File: src/vdtc_cfg.svh
// Constants for the video DRAM display transfer controller
`ifndef VDTC_CFG_SVH
`define VDTC_CFG_SVH
`define VDTC_CLK_MHZ 125
`define VDTC_WORD_W 16
`define VDTC_NIBBLE_W 4
`define VDTC_DEVICES 4
`define VDTC_ROW_BITS 256
`define VDTC_ROW_LAST 8'hff
`define VDTC_PIXELS_PER_XFER (`VDTC_WORD_W * `VDTC_ROW_BITS)
`define VDTC_ADDR_W 16
`define VDTC_ROW_STEP 16'h0100
`define VDTC_FIFO_DEPTH 32
`define VDTC_SC_HALF_NS 32
`define VDTC_SC_HALF_CYC ((`VDTC_SC_HALF_NS * `VDTC_CLK_MHZ + 999) / 1000)
`define VDTC_DT_RAS_NS 16
`define VDTC_DT_RAS_CYC ((`VDTC_DT_RAS_NS * `VDTC_CLK_MHZ + 999) / 1000)
`define VDTC_RAS_HOLD_NS 48
`define VDTC_RAS_HOLD_CYC ((`VDTC_RAS_HOLD_NS * `VDTC_CLK_MHZ + 999) / 1000)
`endif

File: src/vdtc_pkg.sv
// Types for the video DRAM display transfer controller
package vdtc_pkg;
  typedef enum logic [5:0] {
    ST_IDLE = 6'h01,
    ST_WAIT_BUS = 6'h02,
    ST_DT_LOW = 6'h04,
    ST_RAS_LOW = 6'h08,
    ST_HOLD = 6'h10,
    ST_DONE = 6'h20
  } vdtc_state_e;
  typedef logic [3:0] vdtc_tmr_t;
endpackage : vdtc_pkg

File: src/vdtc_stream_if.sv
// Valid/ready word stream between the controller and its FIFO
`timescale 1ns/1ps
`default_nettype none
interface vdtc_stream_if #(parameter int WIDTH = 16);
  logic [WIDTH-1:0] data;
  logic valid;
  logic ready;
  modport src (output data, output valid, input ready);
  modport snk (input data, input valid, output ready);
endinterface : vdtc_stream_if
`default_nettype wire

File: src/vdtc_fifo.sv
// Serial word FIFO between the video DRAM serial port and the output register
`timescale 1ns/1ps
`default_nettype none
module vdtc_fifo #(
  parameter int WIDTH = 16,
  parameter int DEPTH = 32
) (
  input wire logic mclk,
  input wire logic sys_rst,
  input wire logic clk_en,
  vdtc_stream_if.snk wr,
  vdtc_stream_if.src rd
);
  localparam int AW = $clog2(DEPTH);
  logic [WIDTH-1:0] mem [DEPTH];
  logic [AW-1:0] wr_ptr;
  logic [AW-1:0] rd_ptr;
  logic [AW:0] count;
  wire do_wr = clk_en && wr.valid && wr.ready;
  wire do_rd = clk_en && rd.valid && rd.ready;
  assign wr.ready = (count != (AW+1)'(DEPTH));
  assign rd.valid = (count != '0);
  assign rd.data = mem[rd_ptr];

  function automatic logic [AW-1:0] ptr_inc(input logic [AW-1:0] p);
    ptr_inc = (p == AW'(DEPTH - 1)) ? '0 : p + AW'(1);
  endfunction : ptr_inc

  always_ff @(posedge mclk) begin
    if (do_wr) begin
      mem[wr_ptr] <= wr.data;
    end
  end

  always_ff @(posedge mclk or posedge sys_rst) begin
    if (sys_rst) begin
      wr_ptr <= '0;
      rd_ptr <= '0;
      count <= '0;
    end else begin
      if (do_wr) wr_ptr <= ptr_inc(wr_ptr);
      if (do_rd) rd_ptr <= ptr_inc(rd_ptr);
      count <= count + (AW+1)'(do_wr) - (AW+1)'(do_rd);
    end
  end

  fifo_bound_a: assert property (@(posedge mclk) disable iff (sys_rst)
    count <= (AW+1)'(DEPTH))
    else $error("fifo count beyond depth");
endmodule : vdtc_fifo
`default_nettype wire

File: src/vdtc_top.sv
// Display refresh transfer control for a video DRAM frame buffer
`timescale 1ns/1ps
`default_nettype none
`include "vdtc_cfg.svh"
module vdtc_top
  import vdtc_pkg::*;
(
  input wire logic mclk,
  input wire logic sys_rst,
  input wire logic clk_en,
  input wire logic load_clock,
  input wire logic bus_wait_in,
  input wire logic line_end_in,
  input wire logic [`VDTC_WORD_W-1:0] serial_data_in,
  input wire logic mid_line_mode,
  input wire logic [`VDTC_ADDR_W-1:0] warp,
  input wire logic [7:0] hold_lck_count,
  output logic transfer_output_enable_n,
  output logic row_strobe_n,
  output logic [`VDTC_ADDR_W-1:0] transfer_addr,
  output logic display_refresh_request,
  output logic wait_release,
  output logic serial_shift_clock,
  output logic [`VDTC_WORD_W-1:0] pixel_word,
  output logic pixel_word_strobe,
  output logic underrun
);
  vdtc_state_e state;
  vdtc_state_e next_state;
  vdtc_tmr_t tmr;
  logic [2:0] lck_sync;
  logic [1:0] wait_sync;
  logic [2:0] line_sync;
  logic [`VDTC_WORD_W-1:0] data_s1;
  logic [`VDTC_WORD_W-1:0] data_s2;
  logic [7:0] word_cnt;
  logic row_empty;
  logic req_line;
  logic [7:0] hold_cnt;
  logic [3:0] sc_div;
  logic [`VDTC_ADDR_W-1:0] line_base;
  logic [`VDTC_ADDR_W-1:0] row_addr;

  vdtc_stream_if #(.WIDTH(`VDTC_WORD_W)) fifo_in ();
  vdtc_stream_if #(.WIDTH(`VDTC_WORD_W)) fifo_out ();

  vdtc_fifo #(.WIDTH(`VDTC_WORD_W), .DEPTH(`VDTC_FIFO_DEPTH)) u_fifo (
    .mclk(mclk),
    .sys_rst(sys_rst),
    .clk_en(clk_en),
    .wr(fifo_in.snk),
    .rd(fifo_out.src)
  );

  function automatic logic [`VDTC_ADDR_W-1:0] addr_add(
    input logic [`VDTC_ADDR_W-1:0] a, input logic [`VDTC_ADDR_W-1:0] b);
    addr_add = `VDTC_ADDR_W'(a + b);
  endfunction : addr_add

  wire lck_rise = lck_sync[1] && !lck_sync[2];
  wire line_end = line_sync[1] && !line_sync[2];
  wire bus_free = wait_sync[1];
  wire sc_tick = (sc_div == 4'(`VDTC_SC_HALF_CYC - 1));
  // Shift clock stalls on a full FIFO, an exhausted row and while a new row settles
  wire sc_run = fifo_in.ready && !row_empty && (state != ST_DONE);
  wire sc_fall = sc_tick && serial_shift_clock;
  wire push = sc_fall && sc_run;
  // One row of 256 words per transfer
  wire last_word = push && (word_cnt == `VDTC_ROW_LAST);
  // Request on counter at 255 in mid-line mode, or on line end
  wire req_event = (mid_line_mode && push && (word_cnt == (`VDTC_ROW_LAST - 8'h01)))
                   || line_end;
  wire accept = (state == ST_WAIT_BUS) && bus_free;
  // Release only while shift clock low, row drained or line request pending, counter done
  // No shift clock rise may share the edge on which the strobe rises
  wire release_ok = (state == ST_HOLD) && (hold_cnt == 8'h00) && !serial_shift_clock
                    && !sc_tick && (row_empty || req_line);
  // Line start adds warp, mid-line continues with next row
  wire [`VDTC_ADDR_W-1:0] next_addr = req_line ? addr_add(line_base, warp)
                                               : addr_add(row_addr, `VDTC_ROW_STEP);
  wire tmr_done = (tmr == '0);
  wire xfer_end = (state == ST_DONE) && tmr_done;

  assign fifo_in.data = data_s2;
  assign fifo_in.valid = push;
  assign fifo_out.ready = lck_rise;

  always_ff @(posedge mclk or posedge sys_rst) begin
    if (sys_rst) begin
      lck_sync <= '0;
      wait_sync <= '0;
      line_sync <= '0;
      data_s1 <= '0;
      data_s2 <= '0;
    end else if (clk_en) begin
      lck_sync <= {lck_sync[1:0], load_clock};
      wait_sync <= {wait_sync[0], bus_wait_in};
      line_sync <= {line_sync[1:0], line_end_in};
      data_s1 <= serial_data_in;
      data_s2 <= data_s1;
    end
  end

  // Serial words delivered one per shift clock
  always_ff @(posedge mclk or posedge sys_rst) begin
    if (sys_rst) begin
      sc_div <= '0;
      serial_shift_clock <= 1'b0;
    end else if (clk_en) begin
      sc_div <= sc_tick ? 4'h0 : sc_div + 4'h1;
      if (sc_tick) serial_shift_clock <= serial_shift_clock ? 1'b0 : sc_run;
    end
  end

  // Row of 256 words per transfer, then shifting stops
  always_ff @(posedge mclk or posedge sys_rst) begin
    if (sys_rst) begin
      word_cnt <= '0;
      row_empty <= 1'b1;
    end else if (clk_en) begin
      if (state == ST_DONE && tmr_done) begin
        word_cnt <= '0;
        row_empty <= 1'b0;
      end else if (push) begin
        word_cnt <= word_cnt + 8'h01;
        if (last_word) row_empty <= 1'b1;
      end
    end
  end

  // Four nibble-wide devices form one 16-bit word
  always_ff @(posedge mclk or posedge sys_rst) begin
    if (sys_rst) begin
      pixel_word <= '0;
      pixel_word_strobe <= 1'b0;
      underrun <= 1'b0;
    end else if (clk_en) begin
      pixel_word_strobe <= lck_rise && fifo_out.valid;
      if (lck_rise && fifo_out.valid) pixel_word <= fifo_out.data;
      underrun <= lck_rise && !fifo_out.valid;
    end
  end

  // Request flag, a new event beats the clear
  always_ff @(posedge mclk or posedge sys_rst) begin
    if (sys_rst) begin
      display_refresh_request <= 1'b0;
      req_line <= 1'b0;
    end else if (clk_en) begin
      if (req_event) begin
        display_refresh_request <= 1'b1;
        req_line <= line_end || (req_line && !xfer_end);
      end else if (state == ST_DONE && tmr_done) begin
        display_refresh_request <= 1'b0;
        req_line <= 1'b0;
      end
    end
  end

  // Down counter on load clock, started by the request
  always_ff @(posedge mclk or posedge sys_rst) begin
    if (sys_rst) begin
      hold_cnt <= '0;
    end else if (clk_en) begin
      if (req_event && (state == ST_IDLE || xfer_end)) hold_cnt <= hold_lck_count;
      else if (lck_rise && hold_cnt != 8'h00) hold_cnt <= hold_cnt - 8'h01;
    end
  end

  always_comb begin
    next_state = state;
    unique case (state)
      ST_IDLE: if (display_refresh_request) next_state = ST_WAIT_BUS;
      ST_WAIT_BUS: if (bus_free) next_state = ST_DT_LOW;
      ST_DT_LOW: if (tmr_done) next_state = ST_RAS_LOW;
      ST_RAS_LOW: next_state = ST_HOLD;
      ST_HOLD: if (release_ok) next_state = ST_DONE;
      ST_DONE: if (tmr_done) next_state = ST_IDLE;
      default: next_state = ST_IDLE;
    endcase
  end

  always_ff @(posedge mclk or posedge sys_rst) begin
    if (sys_rst) begin
      state <= ST_IDLE;
      tmr <= '0;
    end else if (clk_en) begin
      state <= next_state;
      if (accept) tmr <= vdtc_tmr_t'(`VDTC_DT_RAS_CYC - 1);
      else if (release_ok) tmr <= vdtc_tmr_t'(`VDTC_RAS_HOLD_CYC - 1);
      else if (!tmr_done) tmr <= tmr - 4'h1;
    end
  end

  // Transfer strobe falls before the row strobe
  always_ff @(posedge mclk or posedge sys_rst) begin
    if (sys_rst) begin
      transfer_output_enable_n <= 1'b1;
      row_strobe_n <= 1'b1;
      wait_release <= 1'b1;
      transfer_addr <= '0;
      line_base <= '0;
      row_addr <= '0;
    end else if (clk_en) begin
      if (accept) begin
        transfer_output_enable_n <= 1'b0;
        wait_release <= 1'b0;
        transfer_addr <= next_addr;
        row_addr <= next_addr;
        if (req_line) line_base <= next_addr;
      end
      if (state == ST_DT_LOW && tmr_done) row_strobe_n <= 1'b0;
      if (release_ok) begin
        transfer_output_enable_n <= 1'b1;
        wait_release <= 1'b1;
      end
      if (state == ST_DONE && tmr_done) row_strobe_n <= 1'b1;
    end
  end

  dt_before_ras_a: assert property (@(posedge mclk) disable iff (sys_rst)
    $fell(row_strobe_n) |-> !transfer_output_enable_n && !$past(transfer_output_enable_n, 2))
    else $error("row strobe fell without transfer strobe low first");
  dt_rise_window_a: assert property (@(posedge mclk) disable iff (sys_rst)
    $rose(transfer_output_enable_n) && !row_strobe_n |-> !serial_shift_clock [*4])
    else $error("shift clock rose too soon after transfer strobe");
  row_stop_a: assert property (@(posedge mclk) disable iff (sys_rst)
    row_empty && !serial_shift_clock |=> !serial_shift_clock)
    else $error("shift clock ran on an exhausted row");
  req_at_255_a: assert property (@(posedge mclk) disable iff (sys_rst)
    clk_en && mid_line_mode && push && word_cnt == 8'hfe |=> display_refresh_request)
    else $error("request missing at count 255");
  bus_wait_first_a: assert property (@(posedge mclk) disable iff (sys_rst)
    $fell(transfer_output_enable_n) |-> $past(bus_free))
    else $error("transfer started while bus busy");
  hold_until_zero_a: assert property (@(posedge mclk) disable iff (sys_rst)
    $rose(wait_release) |-> $past(hold_cnt) == 8'h00 && transfer_output_enable_n)
    else $error("wait released before counter reached zero");
  line_warp_a: assert property (@(posedge mclk) disable iff (sys_rst)
    clk_en && accept && req_line |=> line_base == addr_add($past(line_base), $past(warp)))
    else $error("line start address not advanced by warp");
  push_on_fall_a: assert property (@(posedge mclk) disable iff (sys_rst)
    fifo_in.valid |-> serial_shift_clock ##1 !serial_shift_clock)
    else $error("word captured off the shift clock fall");
endmodule : vdtc_top
`default_nettype wire

File: config.mk
export PLATFORM = sky130hd
export DESIGN_NAME = vdtc_top
export DESIGN_NICKNAME = d
export VERILOG_FILES = /design/src/vdtc_pkg.sv /design/src/vdtc_stream_if.sv /design/src/vdtc_fifo.sv /design/src/vdtc_top.sv
export VERILOG_INCLUDE_DIRS = /design/src /design/src/src
export SDC_FILE = /design/constraint.sdc
export NUM_CORES = 1
export LEC_CHECK = 0
export BUFFER_PORTS_ARGS = -buffer_cell sky130_fd_sc_hd__buf_2
export CORE_UTILIZATION = 40
export CTS_CLUSTER_DIAMETER = 200
export DETAILED_ROUTE_END_ITERATION = 8
export GPL_TIMING_DRIVEN = 0
export PLACE_DENSITY = 0.55
export SLEW_MARGIN = 25
export SYNTH_ARGS = -nofsm -noshare
export SYNTH_HDL_FRONTEND = slang
export SYNTH_SLANG_ARGS = --single-unit
File: constraint.sdc
create_clock -name mclk -period 4.35 [get_ports mclk]
set_clock_uncertainty 0.2 [all_clocks]
set_input_delay 0.2175 -clock mclk [delete_from_list [all_inputs] [get_ports mclk]]
set_output_delay 0.2175 -clock mclk [all_outputs]
set_load 0.01 [all_outputs]
==> results.toml <==
[floorplan]
design.die.area_sq_um = 67800
rows = 94
core_area_sq_um = 65900
ios = 86
die_w_um = 260
dieHeight_um = 260
floorplan.initialDensity = 0.405

[clock_network]
clkLatencyLatePin_ps = 610
cts.root.buffer_cell = "clkbuf_16"
cts.path.max_buffers = 3
numCtsBuffers = 72
cts_tree = "built"
clkSinkCount = 654
h-tree-depth = 3
clk_pin_slew_ps = 60

[detailed_routing]
wl_per_cell_um = 23.6
wirelength_um = 61700
vias = 14100
ant_nets = 0
drt_first_iter_violations = 1105
drc = 0
firstDrtPassIters = 7
via_per_inst = 5.40

[place]
placed_cells = 2435
gp_congestion = 0.799
place_area_sq_um = 28600
dp_hpwl_um = 40000
portBuffers = 84
pre_cts_slack_ps = 687

[synthesis]
yosys_warnings = 0
synth_fp_nets = 1558
yosys_most_used_dff = "edfxtp_1"
syn-cell-area_sq_um = 26700
syn_avg_cell_area_sq_um = 18.1
synth_edf_count = 512
ys_seq_elements = 654
async_reset_ff_frac = 0.217
syn_inst = 1471
synth.distinct_cells = 74
seq_area_frac_synth = 0.709

[flow_run]
maxCapViolCount = 0

[layout]
design_area_sq_um = 31300
fillers = 5594
area_growth_pct = 17.4
nNetsFinal = 1775
postLayoutCoreUtil = 0.476
drive_gt1_frac = 0.286
fin_cells = 2608

[grt]
grt.overflow.total = 0
grt_max_degree = 80
grt_pass1_vias = 14700
antenna_found_initial = 0
grtUsageTotal = 0.188
grt_pass1_wl_um = 93000

[sta]
timing.fmax_mhz = 271
slew_violations = 0
rsz0062_at_grt = "false"
setup_viol = 0
tightest_slew_ps = 849
hold_ws_ps = 37.9
relSlewSlack = 0.434
finalWorstSetupSlack_ps = 665
min_period_ps = 3680
min_period_over_period = 0.847
hold_viol_final = 0

[power]
powerDensity_nw_per_um2 = 597
p_leak_nw = 10.9
ir_drop_mv = 0.321

[min_path]
hold_start = "warp[13]"
hold_class = "input pin to flip-flop"
holdPathStages = 5

[worst_setup_path]
critPathMaxFanout = 10
startpoint = "u_fifo.count[2]$_DFF_PP0_"
crit_required_ps = 4640
arrival_ps = 3970
r2r_cells = 16
end_kind = "flip-flop"
critical_path_class = "flip-flop to flip-flop"
startpoint_type = "flip-flop"
timing.rr.start = "u_fifo.count[2]$_DFF_PP0_"

[outcome]
outcome = "complete, no violations"
-- repair_timing --
action / CTS / global route
hold buffers: 43 / 0
resized for setup: 0 / 0
hold endpoints to repair: 191 / 0
setup buffers: 0 / 0
-- sequential cells by signal (all words and copies together) (netlist names), 8 cells and up --
register / cells
hold_cnt: 8
data_s2: 16
pixel_word: 16
u_fifo.mem: 512
word_cnt: 8
line_base: 16
row_addr: 16
data_s1: 16
-- cell usage after synthesis (all sizes together) (3+ instances only) --
library cell,instances,share of area
nand2b,5,0.0012
dfrtp,138,0.13
buf,33,0.0060
or4,3,0.00098
nor4,5,0.0020
a31oi,5,0.0012
clkbuf,34,0.0048
o22ai,5,0.0012
nor3,13,0.0029
o21bai,3,0.00084
o31ai,3,0.00084
mux2,45,0.019
xor2,12,0.0039
nor2b,4,0.00094
and2,3,0.00070
nand2,104,0.015
or3,7,0.0016
nor2,74,0.010
a21oi,37,0.0069
a31o,4,0.0013
a21o,12,0.0034
edfxtp,512,0.58
mux4,160,0.13
and3,10,0.0023
o21ai,62,0.012
mux2i,18,0.0067
dfstp,4,0.0039
nor3b,3,0.0015
inv,32,0.0045
ha,38,0.018
nand3,19,0.0036
nand3b,6,0.0017
xnor2,10,0.0033
o21a,6,0.0017
nand4,8,0.0019
-- area by class of cell --
class / instances / area [sq um] / share of cell area
flip-flops and latches: 654 / 19000 / 0.605
well taps: 864 / 1080 / 0.0345
clock inverters: 24 / 204 / 0.00651
repair buffers: 143 / 1070 / 0.0341
diodes: 1 / 2.50 / 0.0000799
plain buffers: 67 / 293 / 0.00935
inverters: 34 / 136 / 0.00435
multi-input cells: 716 / 7510 / 0.240
clock buffers: 105 / 2080 / 0.0665
-- worst max-delay path, cell delays in order, from the launching register on --
cell	delay (ps)
dfrtp_1	370
inv_1	80
ha_1	170
nand4_1	140
nand2b_1	350
clkbuf_1	430
inv_1	320
ha_1	360
inv_1	60
ha_1	180
inv_1	70
fa_1	430
inv_1	70
a21oi_1	60
nor2_1	90
nor2_1	60
xnor2_1	120
-- metal layers --
| layer | share of wire | vias up | global-route usage |
|---|---|---|---|
| met4 | 0.021 | 0 | 0.0582 |
| met2 | 0.47 | 347 | 0.299 |
| met5 | 0 | - | 0 |
| met3 | 0.056 | 83 | 0.0388 |
| met1 | 0.45 | 7384 | 0.262 |
| li1 | - | 6274 | - |
-- path summary, 6_finish.rpt --
| check | slack (ps) | endpoint |
|---|---|---|
| max reg2reg | 670 | u_fifo.count[4]$_DFF_PP0_ |
| min reg2reg | 260 | row_addr[4]$_DFFE_PP0P_ |
| min in group asynchronous | 630 | data_s1[9]$_DFFE_PP0P_ |
| min | 40 | row_addr[13]$_DFFE_PP0P_ |
| max | 670 | u_fifo.count[4]$_DFF_PP0_ |
| max in group asynchronous | 2500 | pixel_word[14]$_DFFE_PP0P_ |
-- cells by family after synthesis --
group | synth area share
flops | 0.709
xor+xnor | 0.00806
buf+inv | 0.0157
simple gates | 0.0505
fa+ha+maj | 0.0193
mux | 0.161
compound gates | 0.0363
-- layout by cell type (no fill, tap or decap), drive strengths merged, types with 18 or more instances in the layout --
cell type,count
o21ai,62
clkbuf,142
dlygate4sd3,43
nand3,19
edfxtp,512
clkinv,19
dfrtp,138
buf,130
mux4,160
a21oi,37
mux2,45
nand2,104
mux2i,18
nor2,74
ha,38
inv,32
-- stage by stage --
| step | TNS (ps) | total power, mW |
|---|---|---|
| floorplan | 0 | 11.2 |
| global placement | -255320 | 12.8 |
| detailed placement | 0 | 12.9 |
| CTS | 0 | 18.9 |
| global route | 0 | 19.6 |
| finish | 0 | 18.7 |
-- report_power, final --
part | internal, mW | switching (mW) | leakage [nW] | total [mW]
Sequential | 7.38 | 0.569 | 6.32 | 7.95
Clock | 3.50 | 2.41 | 1.10 | 5.91
Combinational | 2.22 | 2.64 | 3.50 | 4.86
Power figures use the tool's default switching activity.
